### src/swi_pkg.sv
// Constants, register layouts and state codes of the port switch I2C block
// How it works
// - Start, address, write bit; device acks match
// - Subaddress byte, upper nibble zero, acknowledged
// - Pointer kept whether or not stop follows
// - Start, address, read bit; device sends byte
// - Master ack requests another byte
// - Master nack then stop; device releases line
// - Read byte is current addressed register content
// - Status bit7 zero, bits6:5 active port
// - Bit4 clock valid, one when detection off
// - Bits3:0 show cable power of ports 4..1
// - Status read-only, tracks conditions live
// - Interrupt high, low after status read
// - Control 7:6 normal, standby, low power
// - Bit5 picks automatic or manual selection
// - Bits4:3 name the priority port
// - Register 3 bit7 disables clock detection
`default_nettype none
package swi_pkg;
   localparam int          SWI_NPORT      = 4;
   localparam int          SWI_SYNC_W     = 3 + 2 * SWI_NPORT;
   localparam logic [6:0]  SWI_ADDR_BASE  = 7'h2c;
   localparam logic [3:0]  SWI_REG_STATUS = 4'h1;
   localparam logic [3:0]  SWI_REG_CTRL   = 4'h2;
   localparam logic [3:0]  SWI_REG_PCFG   = 4'h3;
   localparam logic [3:0]  SWI_SUB_HI     = 4'h0;
   localparam logic [3:0]  SWI_BYTE_BITS  = 4'h8;
   localparam logic [7:0]  SWI_CTRL_RST   = 8'h00;
   localparam logic [7:0]  SWI_PCFG_RST   = 8'h08;
   localparam logic [7:0]  SWI_CTRL_WMASK = 8'hfb;
   localparam logic [7:0]  SWI_PCFG_WMASK = 8'hf8;
   localparam logic [7:0]  SWI_RD_NONE    = 8'h00;
   localparam logic [1:0]  SWI_MODE_STBY  = 2'h1;
   localparam logic [1:0]  SWI_PORT1      = 2'h0;
   localparam logic [1:0]  SWI_PORT2      = 2'h1;
   localparam logic [1:0]  SWI_PORT3      = 2'h2;
   localparam logic [1:0]  SWI_PORT4      = 2'h3;

   typedef struct packed {
      logic       rsvd;
      logic [1:0] port;
      logic       clk_ok;
      logic [3:0] pwr;
   } swi_status_t;

   typedef struct packed {
      logic [1:0] pwr_mode;
      logic       auto_sel;
      logic [1:0] prio;
      logic       rsvd;
      logic [1:0] edge_rate;
   } swi_ctrl_t;

   typedef struct packed {
      logic       clk_det_off;
      logic [1:0] man_port;
      logic [1:0] ovs;
      logic [2:0] rsvd;
   } swi_pcfg_t;

   typedef enum logic [3:0] {
      SWI_IDLE, SWI_ADDR, SWI_ADDR_ACK, SWI_SUB, SWI_SUB_ACK,
      SWI_WDATA, SWI_WACK, SWI_RDATA, SWI_RACK
   } swi_state_t;
endpackage
`default_nettype wire

### src/swi_i2c_switch.sv
// I2C slave with status and control registers of a four-port switch
`default_nettype none
module swi_i2c_switch
   import swi_pkg::*;
(
   input  wire logic       clk,
   input  wire logic       rst,
   input  wire logic       ce,
   input  wire logic       scl_in,
   input  wire logic       sda_in,
   input  wire logic       addr_sel,
   input  wire logic [3:0] cable_power_sense,
   input  wire logic [3:0] clock_valid,
   output logic            sda_out,
   output logic            sda_oe,
   output logic            irq,
   output logic [1:0]      active_port,
   output logic [3:0]      port_enable,
   output logic            low_power_state,
   output logic            standby_state,
   output logic            clk_detect_en,
   output logic [1:0]      edge_rate,
   output logic [1:0]      ovs_level
);
   logic [SWI_SYNC_W-1:0] sync_q;
   logic                  scl_s;
   logic                  sda_s;
   logic                  asel_s;
   logic [3:0]            pwr_s;
   logic [3:0]            cv_s;

   swi_sync #(.W(SWI_SYNC_W)) u_sync (
      .clk (clk),
      .rst (rst),
      .ce  (ce),
      .d   ({scl_in, sda_in, addr_sel, cable_power_sense, clock_valid}),
      .q   (sync_q)
   );

   assign {scl_s, sda_s, asel_s, pwr_s, cv_s} = sync_q;

   swi_state_t  state_reg, state_next;
   logic        scl_reg, sda_reg;
   logic [3:0]  cnt_reg, cnt_next;
   logic [7:0]  shift_reg, shift_next;
   logic [3:0]  ptr_reg, ptr_next;
   logic        rw_reg, rw_next;
   logic        mack_reg, mack_next;
   logic        oe_reg, oe_next;
   logic        rdstat_reg, rdstat_next;
   swi_ctrl_t   ctrl_reg, ctrl_next;
   swi_pcfg_t   pcfg_reg, pcfg_next;
   logic [1:0]  sel_reg, sel_next;
   swi_status_t stat_prev_reg, stat_now;
   logic        irq_reg, irq_next;
   logic [3:0]  pen_reg;
   logic        rd_done;
   logic [7:0]  rd_byte;

   // Bus conditions seen on the synchronised lines
   wire       scl_rise = scl_s & ~scl_reg;
   wire       scl_fall = ~scl_s & scl_reg;
   wire       start_c  = scl_s & scl_reg & sda_reg & ~sda_s;
   wire       stop_c   = scl_s & scl_reg & ~sda_reg & sda_s;
   wire       byte_end = scl_fall && (cnt_reg == SWI_BYTE_BITS);
   wire [6:0] my_addr  = {SWI_ADDR_BASE[6:1], asel_s};
   wire       rx_state = (state_reg == SWI_ADDR) ||
                         (state_reg == SWI_SUB) ||
                         (state_reg == SWI_WDATA);

   // Automatic choice falls back to the priority port when none is powered
   wire [1:0] low_port = pwr_s[0] ? SWI_PORT1 :
                         pwr_s[1] ? SWI_PORT2 :
                         pwr_s[2] ? SWI_PORT3 :
                         pwr_s[3] ? SWI_PORT4 : ctrl_reg.prio;
   wire [1:0] auto_port = pwr_s[ctrl_reg.prio] ? ctrl_reg.prio
                                              : low_port;
   assign sel_next = ctrl_reg.auto_sel ? auto_port
                                       : pcfg_reg.man_port;

   // Status is rebuilt every cycle from live inputs, never latched
   always_comb begin
      stat_now.rsvd   = 1'b0;
      stat_now.port   = sel_reg;
      stat_now.clk_ok = pcfg_reg.clk_det_off | cv_s[sel_reg];
      stat_now.pwr    = pwr_s;
   end

   // Register read decode; unmapped offsets return zero
   always_comb begin
      if (ptr_reg == SWI_REG_STATUS) begin
         rd_byte = stat_now;
      end else if (ptr_reg == SWI_REG_CTRL) begin
         rd_byte = ctrl_reg;
      end else if (ptr_reg == SWI_REG_PCFG) begin
         rd_byte = pcfg_reg;
      end else begin
         rd_byte = SWI_RD_NONE;
      end
   end

   always_comb begin
      state_next  = state_reg;
      cnt_next    = cnt_reg;
      shift_next  = shift_reg;
      ptr_next    = ptr_reg;
      rw_next     = rw_reg;
      mack_next   = mack_reg;
      oe_next     = oe_reg;
      rdstat_next = rdstat_reg;
      ctrl_next   = ctrl_reg;
      pcfg_next   = pcfg_reg;
      rd_done     = 1'b0;
      if (stop_c) begin
         state_next = SWI_IDLE;
         oe_next    = 1'b0;
      end else if (start_c) begin
         state_next = SWI_ADDR;
         cnt_next   = '0;
         oe_next    = 1'b0;
      end else begin
         if (rx_state && scl_rise) begin
            shift_next = {shift_reg[6:0], sda_s};
            cnt_next   = cnt_reg + 4'h1;
         end
         case (state_reg)
            SWI_ADDR: begin
               if (byte_end) begin
                  if (shift_reg[7:1] == my_addr) begin
                     rw_next    = shift_reg[0];
                     oe_next    = 1'b1;
                     state_next = SWI_ADDR_ACK;
                  end else begin
                     state_next = SWI_IDLE;
                  end
               end
            end
            SWI_ADDR_ACK: begin
               if (scl_fall) begin
                  cnt_next = '0;
                  if (rw_reg) begin
                     shift_next  = rd_byte;
                     oe_next     = ~rd_byte[7];
                     rdstat_next = (ptr_reg == SWI_REG_STATUS);
                     state_next  = SWI_RDATA;
                  end else begin
                     oe_next    = 1'b0;
                     state_next = SWI_SUB;
                  end
               end
            end
            SWI_SUB: begin
               if (byte_end) begin
                  if (shift_reg[7:4] == SWI_SUB_HI) begin
                     ptr_next   = shift_reg[3:0];
                     oe_next    = 1'b1;
                     state_next = SWI_SUB_ACK;
                  end else begin
                     state_next = SWI_IDLE;
                  end
               end
            end
            SWI_SUB_ACK, SWI_WACK: begin
               if (scl_fall) begin
                  oe_next    = 1'b0;
                  cnt_next   = '0;
                  state_next = SWI_WDATA;
               end
            end
            SWI_WDATA: begin
               if (byte_end) begin
                  // Reserved bits are masked so they always read zero
                  if (ptr_reg == SWI_REG_CTRL) begin
                     ctrl_next = shift_reg & SWI_CTRL_WMASK;
                  end else if (ptr_reg == SWI_REG_PCFG) begin
                     pcfg_next = shift_reg & SWI_PCFG_WMASK;
                  end
                  oe_next    = 1'b1;
                  state_next = SWI_WACK;
               end
            end
            SWI_RDATA: begin
               if (scl_rise) begin
                  cnt_next = cnt_reg + 4'h1;
               end else if (scl_fall) begin
                  if (cnt_reg == SWI_BYTE_BITS) begin
                     oe_next    = 1'b0;
                     rd_done    = rdstat_reg;
                     state_next = SWI_RACK;
                  end else begin
                     shift_next = {shift_reg[6:0], 1'b0};
                     oe_next    = ~shift_reg[6];
                  end
               end
            end
            SWI_RACK: begin
               if (scl_rise) begin
                  mack_next = ~sda_s;
               end else if (scl_fall) begin
                  if (mack_reg) begin
                     shift_next  = rd_byte;
                     oe_next     = ~rd_byte[7];
                     cnt_next    = '0;
                     rdstat_next = (ptr_reg == SWI_REG_STATUS);
                     state_next  = SWI_RDATA;
                  end else begin
                     state_next = SWI_IDLE;
                  end
               end
            end
            default: begin
               state_next = state_reg;
            end
         endcase
      end
   end

   // A change in the same cycle as a finished status read keeps irq high
   assign irq_next = (stat_now != stat_prev_reg) |
                     (irq_reg & ~rd_done);

   always_ff @(posedge clk or posedge rst) begin
      if (rst) begin
         state_reg  <= SWI_IDLE;
         scl_reg    <= 1'b1;
         sda_reg    <= 1'b1;
         cnt_reg    <= '0;
         shift_reg  <= '0;
         ptr_reg    <= '0;
         rw_reg     <= 1'b0;
         mack_reg   <= 1'b0;
         oe_reg     <= 1'b0;
         rdstat_reg <= 1'b0;
      end else if (ce) begin
         state_reg  <= state_next;
         scl_reg    <= scl_s;
         sda_reg    <= sda_s;
         cnt_reg    <= cnt_next;
         shift_reg  <= shift_next;
         ptr_reg    <= ptr_next;
         rw_reg     <= rw_next;
         mack_reg   <= mack_next;
         oe_reg     <= oe_next;
         rdstat_reg <= rdstat_next;
      end
   end

   always_ff @(posedge clk or posedge rst) begin
      if (rst) begin
         ctrl_reg      <= SWI_CTRL_RST;
         pcfg_reg      <= SWI_PCFG_RST;
         sel_reg       <= SWI_PORT1;
         pen_reg       <= '0;
         stat_prev_reg <= '0;
         irq_reg       <= 1'b0;
      end else if (ce) begin
         ctrl_reg      <= ctrl_next;
         pcfg_reg      <= pcfg_next;
         sel_reg       <= sel_next;
         pen_reg       <= 4'(1) << sel_next;
         stat_prev_reg <= stat_now;
         irq_reg       <= irq_next;
      end
   end

   // Open drain: the line is only ever pulled low
   assign sda_out         = 1'b0;
   assign sda_oe          = oe_reg;
   assign irq             = irq_reg;
   assign active_port     = sel_reg;
   assign port_enable     = pen_reg;
   assign low_power_state = ctrl_reg.pwr_mode[1];
   assign standby_state   = (ctrl_reg.pwr_mode == SWI_MODE_STBY);
   assign clk_detect_en   = ~pcfg_reg.clk_det_off;
   assign edge_rate       = ctrl_reg.edge_rate;
   assign ovs_level       = pcfg_reg.ovs;
endmodule
`default_nettype wire

### src/swi_sync.sv
// Two-stage synchroniser for pin inputs
`default_nettype none
module swi_sync #(
   parameter int W = 1
) (
   input  wire logic         clk,
   input  wire logic         rst,
   input  wire logic         ce,
   input  wire logic [W-1:0] d,
   output logic      [W-1:0] q
);
   logic [W-1:0] meta_reg;

   // First stage feeds only the second stage
   always_ff @(posedge clk or posedge rst) begin
      if (rst) begin
         meta_reg <= '0;
         q        <= '0;
      end else if (ce) begin
         meta_reg <= d;
         q        <= meta_reg;
      end
   end
endmodule
`default_nettype wire

### config.mk
export PLATFORM = sky130hd
export DESIGN_NAME = swi_i2c_switch
export DESIGN_NICKNAME = d
export VERILOG_FILES = /design/src/swi_pkg.sv /design/src/swi_i2c_switch.sv /design/src/swi_sync.sv
export SDC_FILE = /design/constraint.sdc
export NUM_CORES = 1
export LEC_CHECK = 0
export BUFFER_PORTS_ARGS = -buffer_cell sky130_fd_sc_hd__clkbuf_2
export CAP_MARGIN = 20
export CORE_ASPECT_RATIO = 1.5
export CORE_MARGIN = 8
export CORE_UTILIZATION = 28
export DETAILED_ROUTE_END_ITERATION = 10
export GPL_TIMING_DRIVEN = 0
export SETUP_SLACK_MARGIN = 0.4
export SYNTH_ARGS = -nofsm -noshare
export SYNTH_HDL_FRONTEND = slang
export SYNTH_SLANG_ARGS = --single-unit
### constraint.sdc
create_clock -name clk -period 3.3 [get_ports clk]
set_clock_uncertainty 0.05 [all_clocks]
set_input_delay 0 -clock clk [delete_from_list [all_inputs] [get_ports clk]]
set_output_delay 0 -clock clk [all_outputs]
set_load 0.1 [all_outputs]
## After elaboration in Yosys (flattened, before gate mapping)

Cells that the tools add are included.

| word-level totals | value |
|---|---|
| register bits | 74 |
| bits of input ports | 14 |
| output and inout bits | 16 |
| logic and storage cells | 179 |

| cells by class | value |
|---|---|
| add/subtract/negate cells | 1 |
| magnitude comparators | 2 |
| equal/unequal tests | 33 |
| shifts and indexed selects | 1 |
| mux-type cells | 77 |
| bitwise logic cells | 21 |
| reduce and logical (&&, ||, !) cells | 19 |

Operators with widths:

| cell | count |
|---|---|
| 8-bit two-way mux | 12 |
| 4-bit two-way mux | 19 |
| 4-bit != test, second input constant | 11 |
| 1-bit two-way mux | 29 |
| 4-bit case mux with 7 select lines | 1 |
| 8-bit case mux with 3 select lines | 1 |
| 6-bit AND reduction | 3 |
| 4-bit by 2-bit equality test with 1-bit output, second input constant | 4 |
| 4-bit by 3-bit equality test with 1-bit output, second input constant | 4 |
| 2-bit two-way mux | 7 |
| 14-bit AND reduction | 1 |
| 4-bit case mux with 3 select lines | 1 |
| 12-bit AND reduction | 1 |
| 1-bit inverter | 11 |
| 2-bit != test, second input constant | 5 |
| 3-bit two-way mux | 3 |
| 9-bit AND reduction | 1 |
| 9-bit nonzero test | 1 |
| 1-bit bitwise AND | 8 |
| 4-bit by 1-bit equality test with 1-bit output, second input constant | 2 |
| 4-bit equality test, second input constant | 2 |
| 4-bit by 3-bit != test with 1-bit output, second input constant | 2 |
| 7-bit by 6-bit equality test with 1-bit output | 1 |
| 7-bit != test | 1 |
| other kinds (18) | 23 |

## Logic depth before layout (Yosys ltp)

| depth | value |
|---|---|
| depth after elaboration | 11 |
| depth in mapped cells | 8 |
| gate-level depth less buffers | 7 |

## Modules after synthesis

Synthesis repeated with hierarchy kept, for this count alone.

| second synthesis, totals | value |
|---|---|
| cell total of the unflattened synthesis | 375 |
| area total of the unflattened synthesis | 4006.3 um2 |

Modules (own cells, without submodules):

| module | instances | cells each | area each (um2) | sequential area each (um2) |
|---|---|---|---|---|
| swi_i2c_switch | 1 | 328 | 3181.8 | 1305.0 |
| swi_sync | 1 | 47 | 824.5 | 550.5 |

## Worst setup path before layout

No wires, ideal clock.

| timing path | value |
|---|---|
| path kind | flip-flop to flip-flop |
| start point | register cnt_reg[0] |
| end point | register state_reg[1] |
| setup time | 0.125 ns |
| arrival time | 2.136 ns |
| required time | 3.125 ns |
| slack | 0.989 ns |
| cell stages (with the launch flop) | 8 |
| path buffers | 0 |
| clock period less this slack | 2.311 ns |
| path through | dfrtp_1 inv_1 ha_1 nand3b_4 or3_1 a211o_1 a221o_1 mux2_4 |

| on the way | value |
|---|---|
| word-level cells in the longest chain between the ends | 4 |
| elaborated cells on any way between the ends | 7 |
| classes of those cells | eq/ne: 5; reduce/logical: 2 |

Ends and longest elaborated chain:

| item | RTL line | text |
|---|---|---|
| start, declared | swi_i2c_switch.sv:44 | `logic [3:0] cnt_reg, cnt_next;` |
| start signal, assigned | swi_i2c_switch.sv:238 | `cnt_reg <= cnt_next;` |
| 4-bit equality test (*) | swi_i2c_switch.sv:65, swi_i2c_switch.sv:186 |  |
| 1-bit logical AND | swi_i2c_switch.sv:65 | `wire byte_end = scl_fall && (cnt_reg == SWI_BYTE_BITS);` |
| 4-bit != test (no source line) | -- |  |
| 12-bit AND reduction (no source line) (*) | -- |  |
| end signal, assigned | swi_i2c_switch.sv:235 | `state_reg <= state_next;` |
| end, declared | swi_i2c_switch.sv:42 | `swi_state_t state_reg, state_next;` |

Every way passes the cells marked *; elsewhere a longest branch is shown, timed or not.
A chain may end at the register's enable or synchronous reset.

## Worst setup path in the final report

| timing path | value |
|---|---|
| start point | register cnt_reg[1] |
| end point | register state_reg[2] |

The elaborated chain is that of the path after synthesis.

==> flow_summary.json <==
{
  "cts_tree": "built",
  "grt_use_total_pct": 11.7,
  "finalHoldViolCount": 0,
  "power.switching_mw": 1.12,
  "cp_num_buf_inv": 1,
  "cts_sinks": 74,
  "drt-pass1-iter-count": 4,
  "crit_arrival_ns": 2.72,
  "critPathSlowestCell": "a221o_1",
  "p_sw_share_pct": 35.2,
  "async_reset_ff_share_pct": 100,
  "worst_slack_ns": 0.747,
  "nets": 448,
  "clockPowerShare_pct": 32.1,
  "ys_seq_area_share_pct": 45.5,
  "die_h_um": 164,
  "antenna_found_initial": 0,
  "post-place-ws_ns": 0.784,
  "layout-drive-gt1-share_pct": 24.9,
  "drv_cap": 0,
  "row_count": 54,
  "p_comb_share_pct": 29.7,
  "n_antenna_cell": 0,
  "die_area_um2": 18800,
  "synth_edf_count": 0,
  "setup_viol": 0,
  "relSlewSlack_pct": 51.6,
  "grt.overflow.total": 0,
  "use_met1_pct": 12.3,
  "syn_inst": 380,
  "ys_warn_count": 0,
  "stdcell_count": 633,
  "top_usage_layer": "met2",
  "vdd_drop_max_mv": 0.354,
  "crit_path_end_kind": "register",
  "hp-class": "in -> async",
  "area_delta_synth_final_pct": 20.8,
  "avgSynthCellArea_um2": 10.7,
  "power.share.sequential_pct": 38.2,
  "r2r-start": "cnt_reg[1]",
  "crit_family": "compound AO/OA/AOI/OAI gates",
  "gr-usage-met3_pct": 1.73,
  "htree_levels": 3,
  "place_inst": 605,
  "num_io_pins": 30,
  "final_antenna_net_count": 0,
  "root_buffer": "clkbuf_16",
  "fin_crit_sh_pct": 77.4,
  "pwr_density_cell_nw_per_um2": 643,
  "num_vias": 3169,
  "cp_slowest_stage_delay_ns": 0.43,
  "numCtsBuffers": 9,
  "intPower_mw": 2.05,
  "crit_fanout": 8,
  "worstSetupPathType": "reg -> reg",
  "fmax_ghz": 0.392,
  "worstSkewPairLatency_ns": 0.33,
  "fin_crit_ns": 2.55,
  "path_clk_slew_ns": 0.06,
  "ys.flop_type": "dfrtp_1",
  "wl_per_cell_um": 16.4,
  "initial_core_util_pct": 28.3,
  "vias_per_cell": 5.01,
  "core_um2": 14400,
  "grt_pass1_vias": 3308,
  "outcome": "complete, no violations",
  "use_met2_pct": 21.3,
  "routabilityCongestion": 0.880,
  "dp_hpwl_um": 7810,
  "drt-total-wl_um": 10400,
  "drt_iter0_drc": 169,
  "crit_start": "cnt_reg[1]",
  "clock_path_buffers": 2,
  "drc": 0,
  "grt_start_max_net_pins": 67,
  "syn_area_um2": 4080,
  "die_x_um": 115,
  "critPathLaunchType": "register",
  "synthDistinctLibCells": 69,
  "crit_chain": "inv_1, ha_1, nand3b_4, or3_1, a211o_1, a221o_1, mux2_4",
  "drv_slew": 0,
  "synth_seq_cells": 74,
  "tightest_slew_ns": 0.718,
  "p_leak_nw": 2.09,
  "synth_nets": 396,
  "setup_tns_ns": 0,
  "rsz0062_at_grt": "false",
  "io_buffers": 28,
  "required_ns": 3.47,
  "grt_first_pass_wirelength_um": 17400,
  "fin_util_pct": 34.2
}
==> cell usage after synthesis, drive strengths merged, types with 2 or more instances <==
library cell,n,area (um2)
nor4,2,12.5
nor4bb,2,20.0
o21a,3,22.5
nand2,22,82.6
a211oi,3,22.5
nor2b,9,56.3
nand4bb,2,22.5
a221o,2,20.0
dfstp,3,78.8
o2bb2ai,7,61.3
mux2,51,582
a21oi,13,65.1
nor3,2,10.0
nand3b,3,35.0
nor2,12,45.0
mux2i,5,50.1
xnor2,7,61.3
nand2b,7,43.8
nand4,5,31.3
dfrtp,71,1780
a22oi,8,60.1
nor4b,2,17.5
nor3b,3,22.5
a22o,4,35.0
and3b,2,17.5
o21ai,24,120
a211o,4,35.0
and2,4,25.0
inv,14,52.6
xor2,2,17.5
and3,4,25.0
o211ai,2,20.0
nand3,9,50.1
clkbuf,13,48.8
and4b,2,20.0
or2,3,18.8
o31ai,5,37.5
ha,2,25.0
buf,17,106
o21bai,3,22.5
a31o,4,35.0
==> cell families (layout without fill, tap and decap cells) <==
logic type               after synthesis  count (layout)  synth area share [%]
buffers and inverters                 44             101                  5.10
adder cells (fa/ha/maj)                2               2                 0.614
multiplexers                          57              57                  16.1
XOR/XNOR                               9               9                  1.93
flip-flops                            74              74                  45.5
AND/OR/NAND/NOR                       99              99                  14.5
other                                  1               1                0.0920
AO/OA/AOI/OAI                         94              94                  16.2
==> worst paths after layout <==
kind	to	slack, ns	cells past startpoint
setup / recovery	state_reg[2]	0.75	7
hold / removal	u_sync.meta_reg[0]	0.06	3
setup reg to reg	state_reg[2]	0.75	7
max in group asynchronous	ovs_level[0]	2.53	4
hold reg to reg	u_sync.q[6]	0.43	2
min in group clk	rdstat_reg	0.07	3
==> routing by layer <==
| metal | vias to the layer above | share of wire [%] |
|---|---|---|
| li1 | 1491 | - |
| met1 | 1575 | 38 |
| met2 | 76 | 55 |
| met3 | 27 | 2.6 |
| met4 | 0 | 4.4 |
| met5 | - | 0 |
==> worst reg2reg max path, cell delays in order (launching register included) <==
cell and delay, ns:
dfrtp_1 0.40, inv_1 0.11, ha_1 0.21, nand3b_4 0.14, or3_1 0.43, a211o_1 0.35, a221o_1 0.43, mux2_4 0.33
==> cell usage in the layout (no fill, tap or decap), types with 3 or more instances in the layout <==
master / instances
mux2i_1: 5
nor2_1: 12
nor3b_1: 3
a22o_1: 4
nand2b_1: 7
clkbuf_2: 28
mux2_1: 14
o21ai_1: 6
buf_4: 8
a211o_1: 4
o21bai_1: 3
o21ai_0: 18
inv_1: 13
o21a_1: 3
and2_1: 4
a22oi_1: 8
mux2_2: 35
a31o_2: 4
buf_1: 4
nand4_1: 5
xnor2_1: 7
buf_2: 4
dlygate4sd3_1: 12
dfstp_2: 3
a21oi_1: 13
nand2_1: 22
o2bb2ai_1: 7
nand3_1: 8
nor2b_1: 9
a211oi_1: 3
dfrtp_1: 71
clkbuf_1: 13
o31ai_1: 5
and3_1: 4
clkbuf_16: 9
==> timing repair <==
| item | in CTS | in global routing |
|---|---|---|
| gates resized for setup | 0 | 0 |
| hold endpoints to repair | 82 | 0 |
| setup buffers | 0 | 0 |
| hold buffers | 12 | 0 |
==> area by class of cell <==
| class | count | area (um2) |
|---|---|---|
| plain buffers | 30 | 155 |
| clock buffers | 10 | 239 |
| clock inverters | 6 | 73.8 |
| fillers | 1448 | 9470 |
| inverters | 14 | 55.1 |
| multi-input cells | 262 | 2010 |
| flip-flops and latches | 74 | 1860 |
| well taps | 196 | 245 |
| repair buffers | 41 | 288 |
==> stage by stage <==
step	hold slack, ns	power [mW]	cell area (um2)
after floorplan	0.102	1.89	4080
after global placement	0.185	2.12	4460
after detailed placement	-0.143	2.14	4490
after CTS	0.0516	3.18	4920
after global routing	0.0712	3.33	4920
final	0.0572	3.17	4920
==> power by group through the flow <==
stage                     logic, mW  registers [mW]  clock network [mW]
after floorplan               0.682            1.21                   0
after CTS                     0.932            1.21                1.04
after detailed placement      0.915            1.23                   0
final                         0.940            1.21                1.02
after global routing           1.03            1.23                1.07
after global placement        0.899            1.22                   0
No activity file was read; power rests on OpenSTA's default activity.
